File: src/core/deb_pkg.sv
// Package of addresses, reset values, enums and carriers for the register bank.
package deb_pkg;

  localparam int ADDR_W = 22;
  localparam int CMD_W  = 24;
  localparam int WORD_W = 32;
  localparam int BYTE_W = 8;

  localparam logic [1:0] PFX_READ  = 2'h0;
  localparam logic [1:0] PFX_WRITE = 2'h2;

  localparam logic [21:0] A_IDENT   = 22'h302000;
  localparam logic [21:0] A_FRAMES  = 22'h302004;
  localparam logic [21:0] A_CYCLES  = 22'h302008;
  localparam logic [21:0] A_FREQ    = 22'h30200C;
  localparam logic [21:0] A_RENDER  = 22'h302010;
  localparam logic [21:0] A_SCANLN  = 22'h302014;
  localparam logic [21:0] A_TRIGGER = 22'h302018;
  localparam logic [21:0] A_CAPFMT  = 22'h30201C;
  localparam logic [21:0] A_ENGRST  = 22'h302020;
  localparam logic [21:0] A_CRC     = 22'h302024;
  localparam logic [21:0] A_CRCMASK = 22'h302028;
  localparam logic [21:0] A_HTOTAL  = 22'h30202C;
  localparam logic [21:0] A_HSTART  = 22'h302030;
  localparam logic [21:0] A_HSIZE   = 22'h302034;
  localparam logic [21:0] A_HFALL   = 22'h302038;
  localparam logic [21:0] A_HRISE   = 22'h30203C;
  localparam logic [21:0] A_VTOTAL  = 22'h302040;
  localparam logic [21:0] A_VSTART  = 22'h302044;
  localparam logic [21:0] A_VSIZE   = 22'h302048;
  localparam logic [21:0] A_VFALL   = 22'h30204C;
  localparam logic [21:0] A_VRISE   = 22'h302050;
  localparam logic [21:0] A_SWAP    = 22'h302054;
  localparam logic [21:0] A_ROTATE  = 22'h302058;
  localparam logic [21:0] A_DEPTH   = 22'h30205C;
  localparam logic [21:0] A_DITHER  = 22'h302060;
  localparam logic [21:0] A_REORDER = 22'h302064;
  localparam logic [21:0] A_SPREAD  = 22'h302068;
  localparam logic [21:0] A_PCLKPOL = 22'h30206C;
  localparam logic [21:0] A_PCLKDIV = 22'h302070;
  localparam logic [21:0] A_QX      = 22'h302074;
  localparam logic [21:0] A_QY      = 22'h302078;
  localparam logic [21:0] A_QRES    = 22'h30207C;
  localparam logic [21:0] A_VOLPB   = 22'h302080;
  localparam logic [21:0] A_VOLSYN  = 22'h302084;
  localparam logic [21:0] A_STEP    = 22'h000004;

  localparam logic [27:0] FREQ_RESET = 28'h2DC6C00;
  localparam logic [27:0] FREQ_BOOT  = 28'h3938700;
  localparam logic [5:0]  CAPFMT_RST = 6'h20;
  localparam logic [2:0]  ENGRST_RST = 3'h2;
  localparam logic [31:0] MASK_RST   = 32'h0FFFFFFF;
  localparam logic [31:0] CRC_POLY   = 32'h04C11DB7;
  localparam logic [31:0] CRC_SEED   = 32'hFFFFFFFF;
  localparam logic [7:0]  VOL_RST    = 8'hFF;
  localparam logic [1:0]  SWAP_LINE  = 2'h1;
  localparam logic [1:0]  SWAP_FRAME = 2'h2;
  localparam logic [7:0]  DIV_STOP   = 8'h00;
  localparam logic [7:0]  DIV_EXT    = 8'h01;
  localparam int          ENG_TOUCH  = 1;

  typedef enum logic [1:0] {
    SP_CMD, SP_DUMMY, SP_READ, SP_WRITE
  } deb_spi_e;

  typedef struct packed {
    logic [11:0] h_total;
    logic [11:0] h_start;
    logic [11:0] h_size;
    logic [11:0] h_fall;
    logic [11:0] h_rise;
    logic [11:0] v_total;
    logic [11:0] v_start;
    logic [11:0] v_size;
    logic [9:0]  v_fall;
    logic [9:0]  v_rise;
  } deb_timing_s;

  localparam deb_timing_s TMG_RST = '{h_total: 12'h224, h_start: 12'h02B,
    h_size: 12'h1E0, h_fall: 12'h000, h_rise: 12'h029, v_total: 12'h124,
    v_start: 12'h00C, v_size: 12'h110, v_fall: 10'h000, v_rise: 10'h00A};

  typedef struct packed {
    logic [2:0] rotation;
    logic [8:0] depth;
    logic       dither;
    logic [3:0] reorder;
    logic       spread;
  } deb_disp_s;

  localparam deb_disp_s DISP_RST = '{rotation: 3'h0, depth: 9'h000,
    dither: 1'b1, reorder: 4'h0, spread: 1'b1};

endpackage : deb_pkg

File: src/core/deb_register_bank.sv
// Display engine register bank with host serial port and timing generator.
`timescale 1ns/10ps
// Notes on behaviour
// - frame_counter counts produced frames since reset.
// - cycle_counter counts system clocks since reset.
// - main_freq_hz resets 48 MHz, boot sets 60 MHz.
// - render_select picks full frame or single line.
// - scanline_select picks line for single-line mode.
// - capture trigger acts only in single-line mode.
// - capture_pixel_format six bits, resets to 20h.
// - engine_reset_ctrl holds audio, touch, graphics resets.
// - video CRC result updated on each list swap.
// - horizontal total, start, size with reset values.
// - hsync falls at first offset, rises second.
// - vertical total, start, size with reset values.
// - vsync falls at first line, rises second.
// - list_swap_ctrl governs when display list swaps.
// - screen_rotation selects orientation and mirroring.
// - output_depth three bits per channel, zero means eight.
// - colour_reorder selects RGB pin arrangement.
// - edge_spread_enable set at reset.
// - pixel_clock_polarity picks launch edge.
// - divider zero stops, one external sync, else divides.
// - query coordinates return touch tag result.
// - playback and synth volumes reset to FFh.
// - transfers open with read or write prefix.
module deb_register_bank
  import deb_pkg::*;
#(
  parameter logic [7:0] ID_CODE = 8'hA5  // Arbitrary identity value.
) (
  input  wire logic        i_clk,
  input  wire logic        i_rstn,
  input  wire logic        i_cs_n,
  input  wire logic        i_sck,
  input  wire logic        i_mosi,
  input  wire logic [23:0] i_pixel,
  input  wire logic        i_ext_sync,
  input  wire logic [7:0]  i_tag_result,
  output logic             o_miso,
  output logic             o_miso_oe,
  output logic             o_hsync,
  output logic             o_vsync,
  output logic             o_de,
  output logic             o_pclk,
  output logic             o_list_swap,
  output logic [2:0]       o_engine_reset,
  output logic             o_render_single,
  output logic [10:0]      o_scanline,
  output logic             o_capture_start,
  output logic [5:0]       o_capture_format,
  output deb_disp_s        o_disp_cfg,
  output logic [10:0]      o_query_x,
  output logic [10:0]      o_query_y,
  output logic [7:0]       o_vol_playback,
  output logic [7:0]       o_vol_synth
);

  function automatic logic [31:0] swap_bytes(input logic [31:0] w);
    return {w[7:0], w[15:8], w[23:16], w[31:24]};
  endfunction : swap_bytes

  function automatic logic [31:0] crc_step(input logic [31:0] c,
                                            input logic [31:0] d);
    logic [31:0] r;
    r = c;
    for (int i = WORD_W - 1; i >= 0; i--) begin
      r = {r[30:0], 1'b0} ^ ((r[31] ^ d[i]) ? CRC_POLY : '0);
    end
    return r;
  endfunction : crc_step

  ////////////////////////////////////////////////////////////////////////////
  // Host serial port, sampled in the system clock domain.

  logic [1:0]  cs_sync;
  logic [2:0]  sck_sync;
  logic [1:0]  mosi_sync;
  deb_spi_e    spi_state;
  logic [4:0]  bit_cnt;
  logic [31:0] shift_in;
  logic [31:0] shift_out;
  logic [21:0] addr;
  logic        load_pending;
  logic        wr_stb;
  logic [21:0] wr_addr;
  logic [31:0] wr_data;
  logic [31:0] rd_mux;

  wire         cs_act   = !cs_sync[1];
  wire         sck_rise = cs_act && sck_sync[1] && !sck_sync[2];
  wire         sck_fall = cs_act && !sck_sync[1] && sck_sync[2];
  wire  [31:0] next_shift = {shift_in[30:0], mosi_sync[1]};
  wire  [1:0]  cmd_prefix = next_shift[CMD_W-1 -: 2];
  wire         cmd_done = spi_state == SP_CMD && bit_cnt == 5'(CMD_W - 1);
  wire         dummy_done = spi_state == SP_DUMMY
                            && bit_cnt == 5'(BYTE_W - 1);
  wire         word_done = bit_cnt == 5'(WORD_W - 1);

  // The second and third stages feed the edge detector; the first stage only
  // settles metastability. SCK must stay below a quarter of the clock.
  always_ff @(posedge i_clk) begin
    if (!i_rstn) begin
      cs_sync   <= 2'h3;
      sck_sync  <= 3'h0;
      mosi_sync <= 2'h0;
    end else begin
      cs_sync   <= {cs_sync[0], i_cs_n};
      sck_sync  <= {sck_sync[1:0], i_sck};
      mosi_sync <= {mosi_sync[0], i_mosi};
    end
  end

  always_ff @(posedge i_clk) begin
    if (!i_rstn || !cs_act) begin
      spi_state    <= SP_CMD;
      bit_cnt      <= '0;
      shift_in     <= '0;
      addr         <= '0;
      load_pending <= 1'b0;
      wr_stb       <= 1'b0;
    end else begin
      wr_stb       <= 1'b0;
      load_pending <= 1'b0;
      if (sck_rise) begin
        shift_in <= next_shift;
        bit_cnt  <= (cmd_done || dummy_done) ? '0 : bit_cnt + 5'h1;
        unique case (spi_state)
          SP_CMD: if (cmd_done) begin
            addr <= next_shift[ADDR_W-1:0];
            if (cmd_prefix == PFX_WRITE) begin
              spi_state <= SP_WRITE;
            end else if (cmd_prefix == PFX_READ) begin
              spi_state <= SP_DUMMY;
            end else begin
              spi_state <= SP_CMD;
            end
          end
          SP_DUMMY: if (dummy_done) begin
            spi_state    <= SP_READ;
            load_pending <= 1'b1;
          end
          SP_READ: if (word_done) begin
            addr         <= addr + A_STEP;
            load_pending <= 1'b1;
          end
          SP_WRITE: if (word_done) begin
            addr    <= addr + A_STEP;
            wr_stb  <= 1'b1;
            wr_addr <= addr;
            wr_data <= swap_bytes(next_shift);
          end
        endcase
      end
    end
  end

  // Reserved prefix 01 and 11 land back in SP_CMD and then ignore the rest
  // of the frame only by wrapping at every 24 bits; hosts must not use them.
  always_ff @(posedge i_clk) begin
    if (!i_rstn) begin
      shift_out <= '0;
      o_miso    <= 1'b0;
      o_miso_oe <= 1'b0;
    end else begin
      o_miso_oe <= cs_act;
      if (load_pending) begin
        shift_out <= swap_bytes(rd_mux);
      end else if (sck_fall && spi_state == SP_READ) begin
        o_miso    <= shift_out[31];
        shift_out <= {shift_out[30:0], 1'b0};
      end
    end
  end

  ////////////////////////////////////////////////////////////////////////////
  // Register storage.

  deb_timing_s tmg;
  logic [31:0] frame_counter;
  logic [31:0] cycle_counter;
  logic [27:0] main_freq_hz;
  logic        boot_done;
  logic        line_capture_trigger;
  logic [31:0] video_crc_mask;
  logic [31:0] video_crc_result;
  logic [1:0]  list_swap_ctrl;
  logic        pixel_clock_polarity;
  logic [7:0]  pixel_clock_divider;
  logic [7:0]  query_result;
  logic        list_swap_event;
  logic        frame_end;
  logic [31:0] frame_crc;

  wire wr_on_swap = wr_stb && wr_addr == A_SWAP;

  always_ff @(posedge i_clk) begin
    if (!i_rstn) begin
      tmg                  <= TMG_RST;
      main_freq_hz         <= FREQ_RESET;
      boot_done            <= 1'b0;
      o_render_single      <= 1'b0;
      o_scanline           <= '0;
      line_capture_trigger <= 1'b0;
      o_capture_format     <= CAPFMT_RST;
      o_engine_reset       <= ENGRST_RST;
      video_crc_mask       <= MASK_RST;
      list_swap_ctrl       <= '0;
      o_disp_cfg           <= DISP_RST;
      pixel_clock_polarity <= 1'b0;
      pixel_clock_divider  <= DIV_STOP;
      o_query_x            <= '0;
      o_query_y            <= '0;
      o_vol_playback       <= VOL_RST;
      o_vol_synth          <= VOL_RST;
    end else begin
      if (!boot_done) begin
        boot_done    <= 1'b1;
        main_freq_hz <= FREQ_BOOT;
      end
      // A write that meets the hardware clear wins, so a request is kept.
      if (list_swap_event && !wr_on_swap) begin
        list_swap_ctrl <= '0;
      end
      if (wr_stb) begin
        // Identity, counters, CRC and tag result have no write case.
        unique case (wr_addr)
          A_FREQ:    main_freq_hz <= wr_data[27:0];
          A_RENDER:  o_render_single <= wr_data[0];
          A_SCANLN:  o_scanline <= wr_data[10:0];
          A_TRIGGER: line_capture_trigger <= wr_data[0];
          A_CAPFMT:  o_capture_format <= wr_data[5:0];
          A_ENGRST:  o_engine_reset <= wr_data[2:0];
          A_CRCMASK: video_crc_mask <= wr_data;
          A_HTOTAL:  tmg.h_total <= wr_data[11:0];
          A_HSTART:  tmg.h_start <= wr_data[11:0];
          A_HSIZE:   tmg.h_size <= wr_data[11:0];
          A_HFALL:   tmg.h_fall <= wr_data[11:0];
          A_HRISE:   tmg.h_rise <= wr_data[11:0];
          A_VTOTAL:  tmg.v_total <= wr_data[11:0];
          A_VSTART:  tmg.v_start <= wr_data[11:0];
          A_VSIZE:   tmg.v_size <= wr_data[11:0];
          A_VFALL:   tmg.v_fall <= wr_data[9:0];
          A_VRISE:   tmg.v_rise <= wr_data[9:0];
          A_SWAP:    list_swap_ctrl <= wr_data[1:0];
          A_ROTATE:  o_disp_cfg.rotation <= wr_data[2:0];
          A_DEPTH:   o_disp_cfg.depth <= wr_data[8:0];
          A_DITHER:  o_disp_cfg.dither <= wr_data[0];
          A_REORDER: o_disp_cfg.reorder <= wr_data[3:0];
          A_SPREAD:  o_disp_cfg.spread <= wr_data[0];
          A_PCLKPOL: pixel_clock_polarity <= wr_data[0];
          A_PCLKDIV: pixel_clock_divider <= wr_data[7:0];
          A_QX:      o_query_x <= wr_data[10:0];
          A_QY:      o_query_y <= wr_data[10:0];
          A_VOLPB:   o_vol_playback <= wr_data[7:0];
          A_VOLSYN:  o_vol_synth <= wr_data[7:0];
          default:   ;
        endcase
      end
    end
  end

  // Trigger is a pulse only while single-line mode is already selected.
  always_ff @(posedge i_clk) begin
    if (!i_rstn) begin
      o_capture_start <= 1'b0;
      query_result    <= '0;
    end else begin
      o_capture_start <= wr_stb && wr_addr == A_TRIGGER && wr_data[0]
                         && o_render_single;
      if (!o_engine_reset[ENG_TOUCH]) begin
        query_result <= i_tag_result;
      end
    end
  end

  always_comb begin
    rd_mux = '0;
    unique case (addr)
      A_IDENT:   rd_mux = 32'(ID_CODE);
      A_FRAMES:  rd_mux = frame_counter;
      A_CYCLES:  rd_mux = cycle_counter;
      A_FREQ:    rd_mux = 32'(main_freq_hz);
      A_RENDER:  rd_mux = 32'(o_render_single);
      A_SCANLN:  rd_mux = 32'(o_scanline);
      A_TRIGGER: rd_mux = 32'(line_capture_trigger);
      A_CAPFMT:  rd_mux = 32'(o_capture_format);
      A_ENGRST:  rd_mux = 32'(o_engine_reset);
      A_CRC:     rd_mux = video_crc_result;
      A_CRCMASK: rd_mux = video_crc_mask;
      A_HTOTAL:  rd_mux = 32'(tmg.h_total);
      A_HSTART:  rd_mux = 32'(tmg.h_start);
      A_HSIZE:   rd_mux = 32'(tmg.h_size);
      A_HFALL:   rd_mux = 32'(tmg.h_fall);
      A_HRISE:   rd_mux = 32'(tmg.h_rise);
      A_VTOTAL:  rd_mux = 32'(tmg.v_total);
      A_VSTART:  rd_mux = 32'(tmg.v_start);
      A_VSIZE:   rd_mux = 32'(tmg.v_size);
      A_VFALL:   rd_mux = 32'(tmg.v_fall);
      A_VRISE:   rd_mux = 32'(tmg.v_rise);
      A_SWAP:    rd_mux = 32'(list_swap_ctrl);
      A_ROTATE:  rd_mux = 32'(o_disp_cfg.rotation);
      A_DEPTH:   rd_mux = 32'(o_disp_cfg.depth);
      A_DITHER:  rd_mux = 32'(o_disp_cfg.dither);
      A_REORDER: rd_mux = 32'(o_disp_cfg.reorder);
      A_SPREAD:  rd_mux = 32'(o_disp_cfg.spread);
      A_PCLKPOL: rd_mux = 32'(pixel_clock_polarity);
      A_PCLKDIV: rd_mux = 32'(pixel_clock_divider);
      A_QX:      rd_mux = 32'(o_query_x);
      A_QY:      rd_mux = 32'(o_query_y);
      A_QRES:    rd_mux = 32'(query_result);
      A_VOLPB:   rd_mux = 32'(o_vol_playback);
      A_VOLSYN:  rd_mux = 32'(o_vol_synth);
      default:   rd_mux = '0;
    endcase
  end

  ////////////////////////////////////////////////////////////////////////////
  // Pixel clock, display timing, counters and video CRC.

  logic [7:0]  div_cnt;
  logic        pix_tick;
  logic [11:0] h_cnt;
  logic [11:0] v_cnt;
  logic [31:0] crc_acc;

  wire div_run  = pixel_clock_divider > DIV_EXT;
  wire div_last = div_cnt == pixel_clock_divider - 8'h1;
  wire next_tick = pixel_clock_divider == DIV_EXT ? i_ext_sync
                   : div_run && div_last;
  wire pclk_lvl = pixel_clock_divider == DIV_EXT ? i_ext_sync
                  : div_run && div_cnt < (pixel_clock_divider >> 1);
  wire h_wrap   = h_cnt >= tmg.h_total - 12'h1;
  wire v_wrap   = v_cnt >= tmg.v_total - 12'h1;
  wire h_act    = h_cnt >= tmg.h_start
                  && {1'b0, h_cnt} < {1'b0, tmg.h_start} + {1'b0, tmg.h_size};
  wire v_act    = v_cnt >= tmg.v_start
                  && {1'b0, v_cnt} < {1'b0, tmg.v_start} + {1'b0, tmg.v_size};
  wire swap_now = (list_swap_ctrl == SWAP_LINE && pix_tick && h_wrap)
                  || (list_swap_ctrl == SWAP_FRAME && pix_tick && h_wrap
                      && v_wrap);

  always_ff @(posedge i_clk) begin
    if (!i_rstn) begin
      div_cnt  <= '0;
      pix_tick <= 1'b0;
      o_pclk   <= 1'b0;
    end else begin
      div_cnt  <= (!div_run || div_last) ? '0 : div_cnt + 8'h1;
      pix_tick <= next_tick;
      o_pclk   <= pclk_lvl ^ pixel_clock_polarity;
    end
  end

  // Sync edges are taken at the pixel tick, so horizontal offsets count pixel clocks and vertical offsets count lines.
  always_ff @(posedge i_clk) begin
    if (!i_rstn) begin
      h_cnt <= '0;
      v_cnt <= '0;
      o_hsync <= 1'b1;
      o_vsync <= 1'b1;
      o_de <= 1'b0;
      frame_end <= 1'b0;
      frame_counter <= '0;
      cycle_counter <= '0;
      list_swap_event <= 1'b0;
      o_list_swap <= 1'b0;
      crc_acc <= CRC_SEED;
      frame_crc <= '0;
      video_crc_result <= '0;
    end else begin
      cycle_counter   <= cycle_counter + 32'h1;
      frame_end       <= pix_tick && h_wrap && v_wrap;
      list_swap_event <= swap_now;
      o_list_swap     <= swap_now;
      if (frame_end) begin
        frame_counter <= frame_counter + 32'h1;
      end
      if (pix_tick) begin
        h_cnt <= h_wrap ? '0 : h_cnt + 12'h1;
        if (h_wrap) begin
          v_cnt <= v_wrap ? '0 : v_cnt + 12'h1;
        end
        o_de <= h_act && v_act;
        if (h_cnt == tmg.h_fall) begin
          o_hsync <= 1'b0;
        end else if (h_cnt == tmg.h_rise) begin
          o_hsync <= 1'b1;
        end
        if (h_wrap && v_cnt == 12'(tmg.v_fall)) begin
          o_vsync <= 1'b0;
        end else if (h_wrap && v_cnt == 12'(tmg.v_rise)) begin
          o_vsync <= 1'b1;
        end
        if (h_wrap && v_wrap) begin
          frame_crc <= crc_acc;
          crc_acc   <= CRC_SEED;
        end else if (h_act && v_act) begin
          crc_acc <= crc_step(crc_acc, {8'h00, i_pixel} & video_crc_mask);
        end
      end
      if (list_swap_event) begin
        video_crc_result <= frame_crc;
      end
    end
  end
endmodule : deb_register_bank

File: config.mk
export PLATFORM = sky130hd
export DESIGN_NAME = deb_register_bank
export DESIGN_NICKNAME = d
export VERILOG_FILES = /design/src/core/deb_pkg.sv /design/src/core/deb_register_bank.sv
export SDC_FILE = /design/constraint.sdc
export NUM_CORES = 2
export LEC_CHECK = 0
export BUFFER_PORTS_ARGS = -buffer_cell sky130_fd_sc_hd__buf_4
export CORE_UTILIZATION = 45
export CTS_CLUSTER_SIZE = 10
export DETAILED_ROUTE_END_ITERATION = 10
export HOLD_SLACK_MARGIN = 0.05
export PLACE_DENSITY = 0.64
export SLEW_MARGIN = 20
export SYNTH_ARGS = -nofsm -noshare
export SYNTH_HDL_FRONTEND = slang
export SYNTH_SLANG_ARGS = --single-unit
File: constraint.sdc
create_clock -name i_clk -period 9 [get_ports i_clk]
set_input_delay 1.8 -clock i_clk [delete_from_list [all_inputs] [get_ports i_clk]]
set_output_delay 1.8 -clock i_clk [all_outputs]
set_load 0.05 [all_outputs]
* Yosys cells after proc, flatten, opt, wreduce, memory -nomap -nowiden
Cells that the tools add are included.
Word-level totals: bits in registers 631
Operators by class: $add $sub $neg 12, order comparisons 8, eq/ne operators 81, multiplexer cells 64, bitwise gates (word level) 71, reductions and logical operators 85
Operators with widths (number):
- 22-bit == test (second input constant) | 63
- 32-bit case mux with 34 select lines | 1
- 32-bit by 27-bit XOR with 32-bit output | 32
- 27-bit two-way mux | 32
- 32-bit two-way mux | 4
- 28-bit two-way mux | 3
- 2-bit AND reduction | 33
- 32-bit by 1-bit adder with 32-bit output (second input constant) | 2
- 12-bit >= comparator | 4
- 22-bit two-way mux | 2
- 22-bit case mux with 2 select lines | 1
- 1-bit XOR | 33
- 24-bit by 32-bit bitwise AND with 32-bit output | 1
- 1-bit logical AND | 27
- 12-bit by 12-bit adder with 13-bit output | 2
- 12-bit by 13-bit < comparator with 1-bit output | 2
- 12-bit by 1-bit adder with 12-bit output (second input constant) | 2
- 12-bit by 10-bit == test with 1-bit output | 2
- 12-bit == test | 2
- 12-bit two-way mux | 2
- 12-bit by 1-bit subtractor with 12-bit output (second input constant) | 2
- 22-bit by 3-bit adder with 22-bit output (second input constant) | 1
- 2-bit two-way mux | 6
- 4-bit AND reduction | 3
- other kinds (24) | 59

* Logic depth before layout (Yosys ltp)
word-level depth 99, gate-level depth with buffers 23, gate-level depth less buffers 21

* Worst setup path before layout
OpenSTA, ideal clock, no wires.
kind input-to-reg, start input port i_rstn, end register wr_addr[0] (enable), library setup time 0.532 ns, arrival time 6.228 ns, data required time 8.468 ns, slack 2.239 ns, stages on the path 5, buffers on the path 3, cells stage by stage clkbuf_1 -> inv_1 -> clkbuf_1 -> clkbuf_1 -> nor3_1
Between the ends: word-level cells in the longest chain between the ends 4
Ends and longest elaborated chain:
- start: declaration | line deb_register_bank.sv:33 | input wire logic i_rstn,
- 1-bit logical NOT
- 1-bit logical OR | line deb_register_bank.sv:115 | if (!i_rstn || !cs_act) begin
- 1-bit NOT (no source line)
- 4-bit AND reduction (no source line)
- end signal: assignment | line deb_register_bank.sv:150 | wr_addr <= addr;
- end: declaration | line deb_register_bank.sv:86 | logic [21:0] wr_addr;
No other way between the ends. A chain may end at the register's enable or synchronous reset.

* Final worst setup path
start register tmg[81] (netlist bit), end register crc_acc[15]
Between the ends: word-level cells in the longest chain between the ends 6
Ends and longest elaborated chain:
- start: declaration | line deb_register_bank.sv:179 | deb_timing_s tmg;
- 12-bit by 12-bit adder with 13-bit output | line deb_register_bank.sv:336 | && {1'b0, h_cnt} < {1'b0, tmg.h_start} + {1'b0, tmg.h_size};
- 12-bit by 13-bit < comparator with 1-bit output | line deb_register_bank.sv:336
- 1-bit logical AND | line deb_register_bank.sv:336
- 1-bit logical AND | line deb_register_bank.sv:398 | end else if (h_act && v_act) begin
- 2-bit nonzero test (no source line)
- 2-bit AND reduction (no source line)
- end signal: assignment | line deb_register_bank.sv:399 | crc_acc <= crc_step(crc_acc, {8'h00, i_pixel} & video_crc_mask);
- end: declaration | line deb_register_bank.sv:325 | logic [31:0] crc_acc;
No other way between the ends.

==> metrics <==
status complete, no violations; 1st-iter DRT viols 3700; number of global-route vias before repair 27221; critical path type reg2reg; met2 usage 0.490; Avg Inst Size Synth 8.42 µm²; Finished Layout Cells 4888; Worst slew margin 0.143; syn_nets 4021; DR vias 29216; Hold Buf Count CTS 0; number of synthesis warnings 0; worst-path maximum fanout 25; Clock Path Buffers 3; register area 13200 µm²; count leader, synth nand2_1; CP cell instances ha_1, a21o_1, a21oi_1, o21bai_1, a21oi_1, o21bai_1, a21oi_1, o21bai_1, a21oi_1, o21bai_1, a21oi_1, xor2_1, ha_1, a211o_1, a2111oi_0, a211oi_1, nor4_2, buf_4, o21bai_2, or2_2, a2bb2oi_1; top area cells in the synthesized netlist dfxtp_1 36%, nand2_1 9.2%, xnor2_1 5.9%; prevailing post-synth register cell dfxtp_1; FILL cells 6801; Max VDD drop 177 µV; Netlist cell types 75; setup TNS 0 ps; Final HPWL DP 87300 µm; Power Dens Cells 196 nW/µm²; Compound-Gate Fraction of Synth Area 0.149; Leak 0.0137 µW; Total GRT Usage 0.330; Tmin final 5340 ps; Fmax 187 MHz; fin. max-slew vios 0; multi-input logic area 18300 µm²; met3 usage 0.0900; Via-to-Cell Ratio 5.98; Slowest-stage cell, CP o21bai_2; grt met1 use 0.453; H-Tree Depth 3; #FFs+latches synth 631; Critical Path Most Common Cell a21oi_1; # IOs 123; Tcrit/Tclk final 0.593; CTS tree built; Gate Count Post-Synth 3862; global-route wire length before repair 181000 µm; EDFF count, synth 54; die height 271 µm; asr flop ratio synth 0; DRC viols 0; Core Util, Final 0.512; Worst-path clk slew 60 ps; Core Area 71500 µm²; Slew @ Worst Pin 1290 ps; CP Capture Type register; max-cap viol count 0; PortBufs 122; # placed instances 4767; Die Footprint 73300 µm²; Rows 98; leading post-synthesis cells by instance count 800 x nand2_1, 577 x dfxtp_1, 339 x a21oi_1, 317 x nor2_1, 219 x xnor2_1; routability cong. 1.02; initial antenna violation count 1; post-synthesis mux area share 0.0142; Die Wd 271 µm; WP data required 9550 ps; largest net degree at the start of global routing 139; cell taking the most area after synthesis dfxtp_1; layout overhead on the synthesized area 12.6%; sequential-to-total area share from yosys stat 0.405; GRT busiest layer met2; Initial Util 0.455; Adder-Cell Fraction of Synth Area 0.0470; Total Wirelength 123000 µm; share of layout cells above drive strength 1 0.0897; largest family of logic cells by synthesized area simple AND/OR/NAND/NOR gates; RSZ-0062 raised after global routing false; final setup fails 0; Worst Setup Start Kind register; xor and xnor area share after synthesis 0.141; final hold violations 0; Clock Skew 39.2 ps; top cell type's share of synthesized area 0.355; WL/cell 25.2 µm; CTS Sinks 631; CP peak stage delay 470 ps; Hold WC Path Type reg2reg; drt pass-1 iters 8; synthesized area 32500 µm²; post-CTS resize count 0; Post-DRT Antenna Nets 0; GR Overflow Total 0; hold slack 399 ps; # Post-CTS Setup Buffers 0; Post-Synth Simple-Gate Area 0.209; Layout Nets 4055; Root Driver clkbuf_16; worst skew pair latency 650 ps; Num CTS Buffers 77; WP data arrival 5890 ps
-- through the flow --
stage,setup WS [ps],total power (µW),cell area (µm²)
CTS,3710,7200,36600
global placement,3770,4290,34300
floorplan,2240,4070,32500
finish,3660,7180,36600
detailed placement,3770,4290,34300
global route,3260,7400,36600
-- registers in the layout (all words and copies together), names as in the netlist, 32 cells and up --
register / flops
tmg: 116
frame_counter: 32
frame_crc: 32
video_crc_mask: 32
crc_acc: 32
wr_data: 32
cycle_counter: 32
shift_out: 32
video_crc_result: 32
-- worst paths after layout --
check,startpoint,endpoint,slack [ps],depth (start not counted)
worst max-delay path,tmg[81],crc_acc[15],3660,21
worst min-delay path,cs_sync[0],cs_sync[1],400,1
worst max register to register,tmg[81],crc_acc[15],3660,21
worst min register to register,cs_sync[0],cs_sync[1],400,1
-- critical path, delay by kind of cell, from the launching register on --
kind	cells	cell delay, ps
buffers and inverters	1	230
adder cells (fa/ha/maj)	2	550
flip-flops	1	340
XOR/XNOR	1	180
AND/OR/NAND/NOR	2	630
AO/OA/AOI/OAI	15	3310
-- logic make-up (layout without fill, tap and decap cells) --
logic type | count (synthesis) | after routing
and+or+nand+nor | 1579 | 1579
muxes | 46 | 46
xor gates and xnor gates | 428 | 428
AOI/OAI and AO/OA | 764 | 764
buffers and inverters | 293 | 368
adders and majority gates | 121 | 121
other | 0 | 1
DFF | 631 | 631
-- final cells by class --
class / instances / share of cell area
clock inverters: 14 / 0.00629
inverters: 66 / 0.00698
multi-input cells: 2938 / 0.499
well taps: 950 / 0.0325
diodes: 1 / 0.0000684
repair buffers: 182 / 0.0377
flip-flops and latches: 631 / 0.360
clock buffers: 106 / 0.0570
-- power breakdown --
| group | internal, µW | switching [µW] | leakage, µW | total [µW] |
|---|---|---|---|---|
| Combinational | 692 | 710 | 0.00740 | 1400 |
| Sequential | 2830 | 5.87 | 0.00516 | 2840 |
| Clock | 1680 | 1260 | 0.00112 | 2940 |
| Total | 5210 | 1970 | 0.0137 | 7180 |
-- metal layers --
metal  wire length (µm)  vias to the layer above  share of wire
met4               5010                        2          0.041
met3              13900                      306           0.11
li1                   -                    13414              -
met2              52200                     1516           0.42
met1              52000                    13978           0.42
met5                 13                        -        0.00011
-- placed cells by master, fill, tap and decap left out, types with 20 or more instances in the layout --
cell type / synthesis / routed
dfxtp_1: 577 / 576
a21oi_1: 339 / 339
nor4_1: 25 / 24
xor2_1: 147 / 147
a22oi_1: 84 / 84
and3_1: 39 / 38
clkbuf_16: 0 / 78
nand3_1: 200 / 199
nand4_1: 45 / 45
o21ai_0: 90 / 90
xnor2_1: 219 / 219
nand2_1: 800 / 800
clkbuf_1: 206 / 25
a221oi_1: 34 / 34
a222oi_1: 30 / 30
mux2i_1: 46 / 46
a22o_1: 39 / 39
nor2_1: 317 / 306
a21o_1: 25 / 25
edfxtp_1: 54 / 54
nor3_1: 56 / 53
o22ai_1: 29 / 29
ha_1: 119 / 119
buf_4: 2 / 181
inv_1: 66 / 65
nand2b_1: 21 / 20
Note: power is estimated with default switching activity, not from simulation.
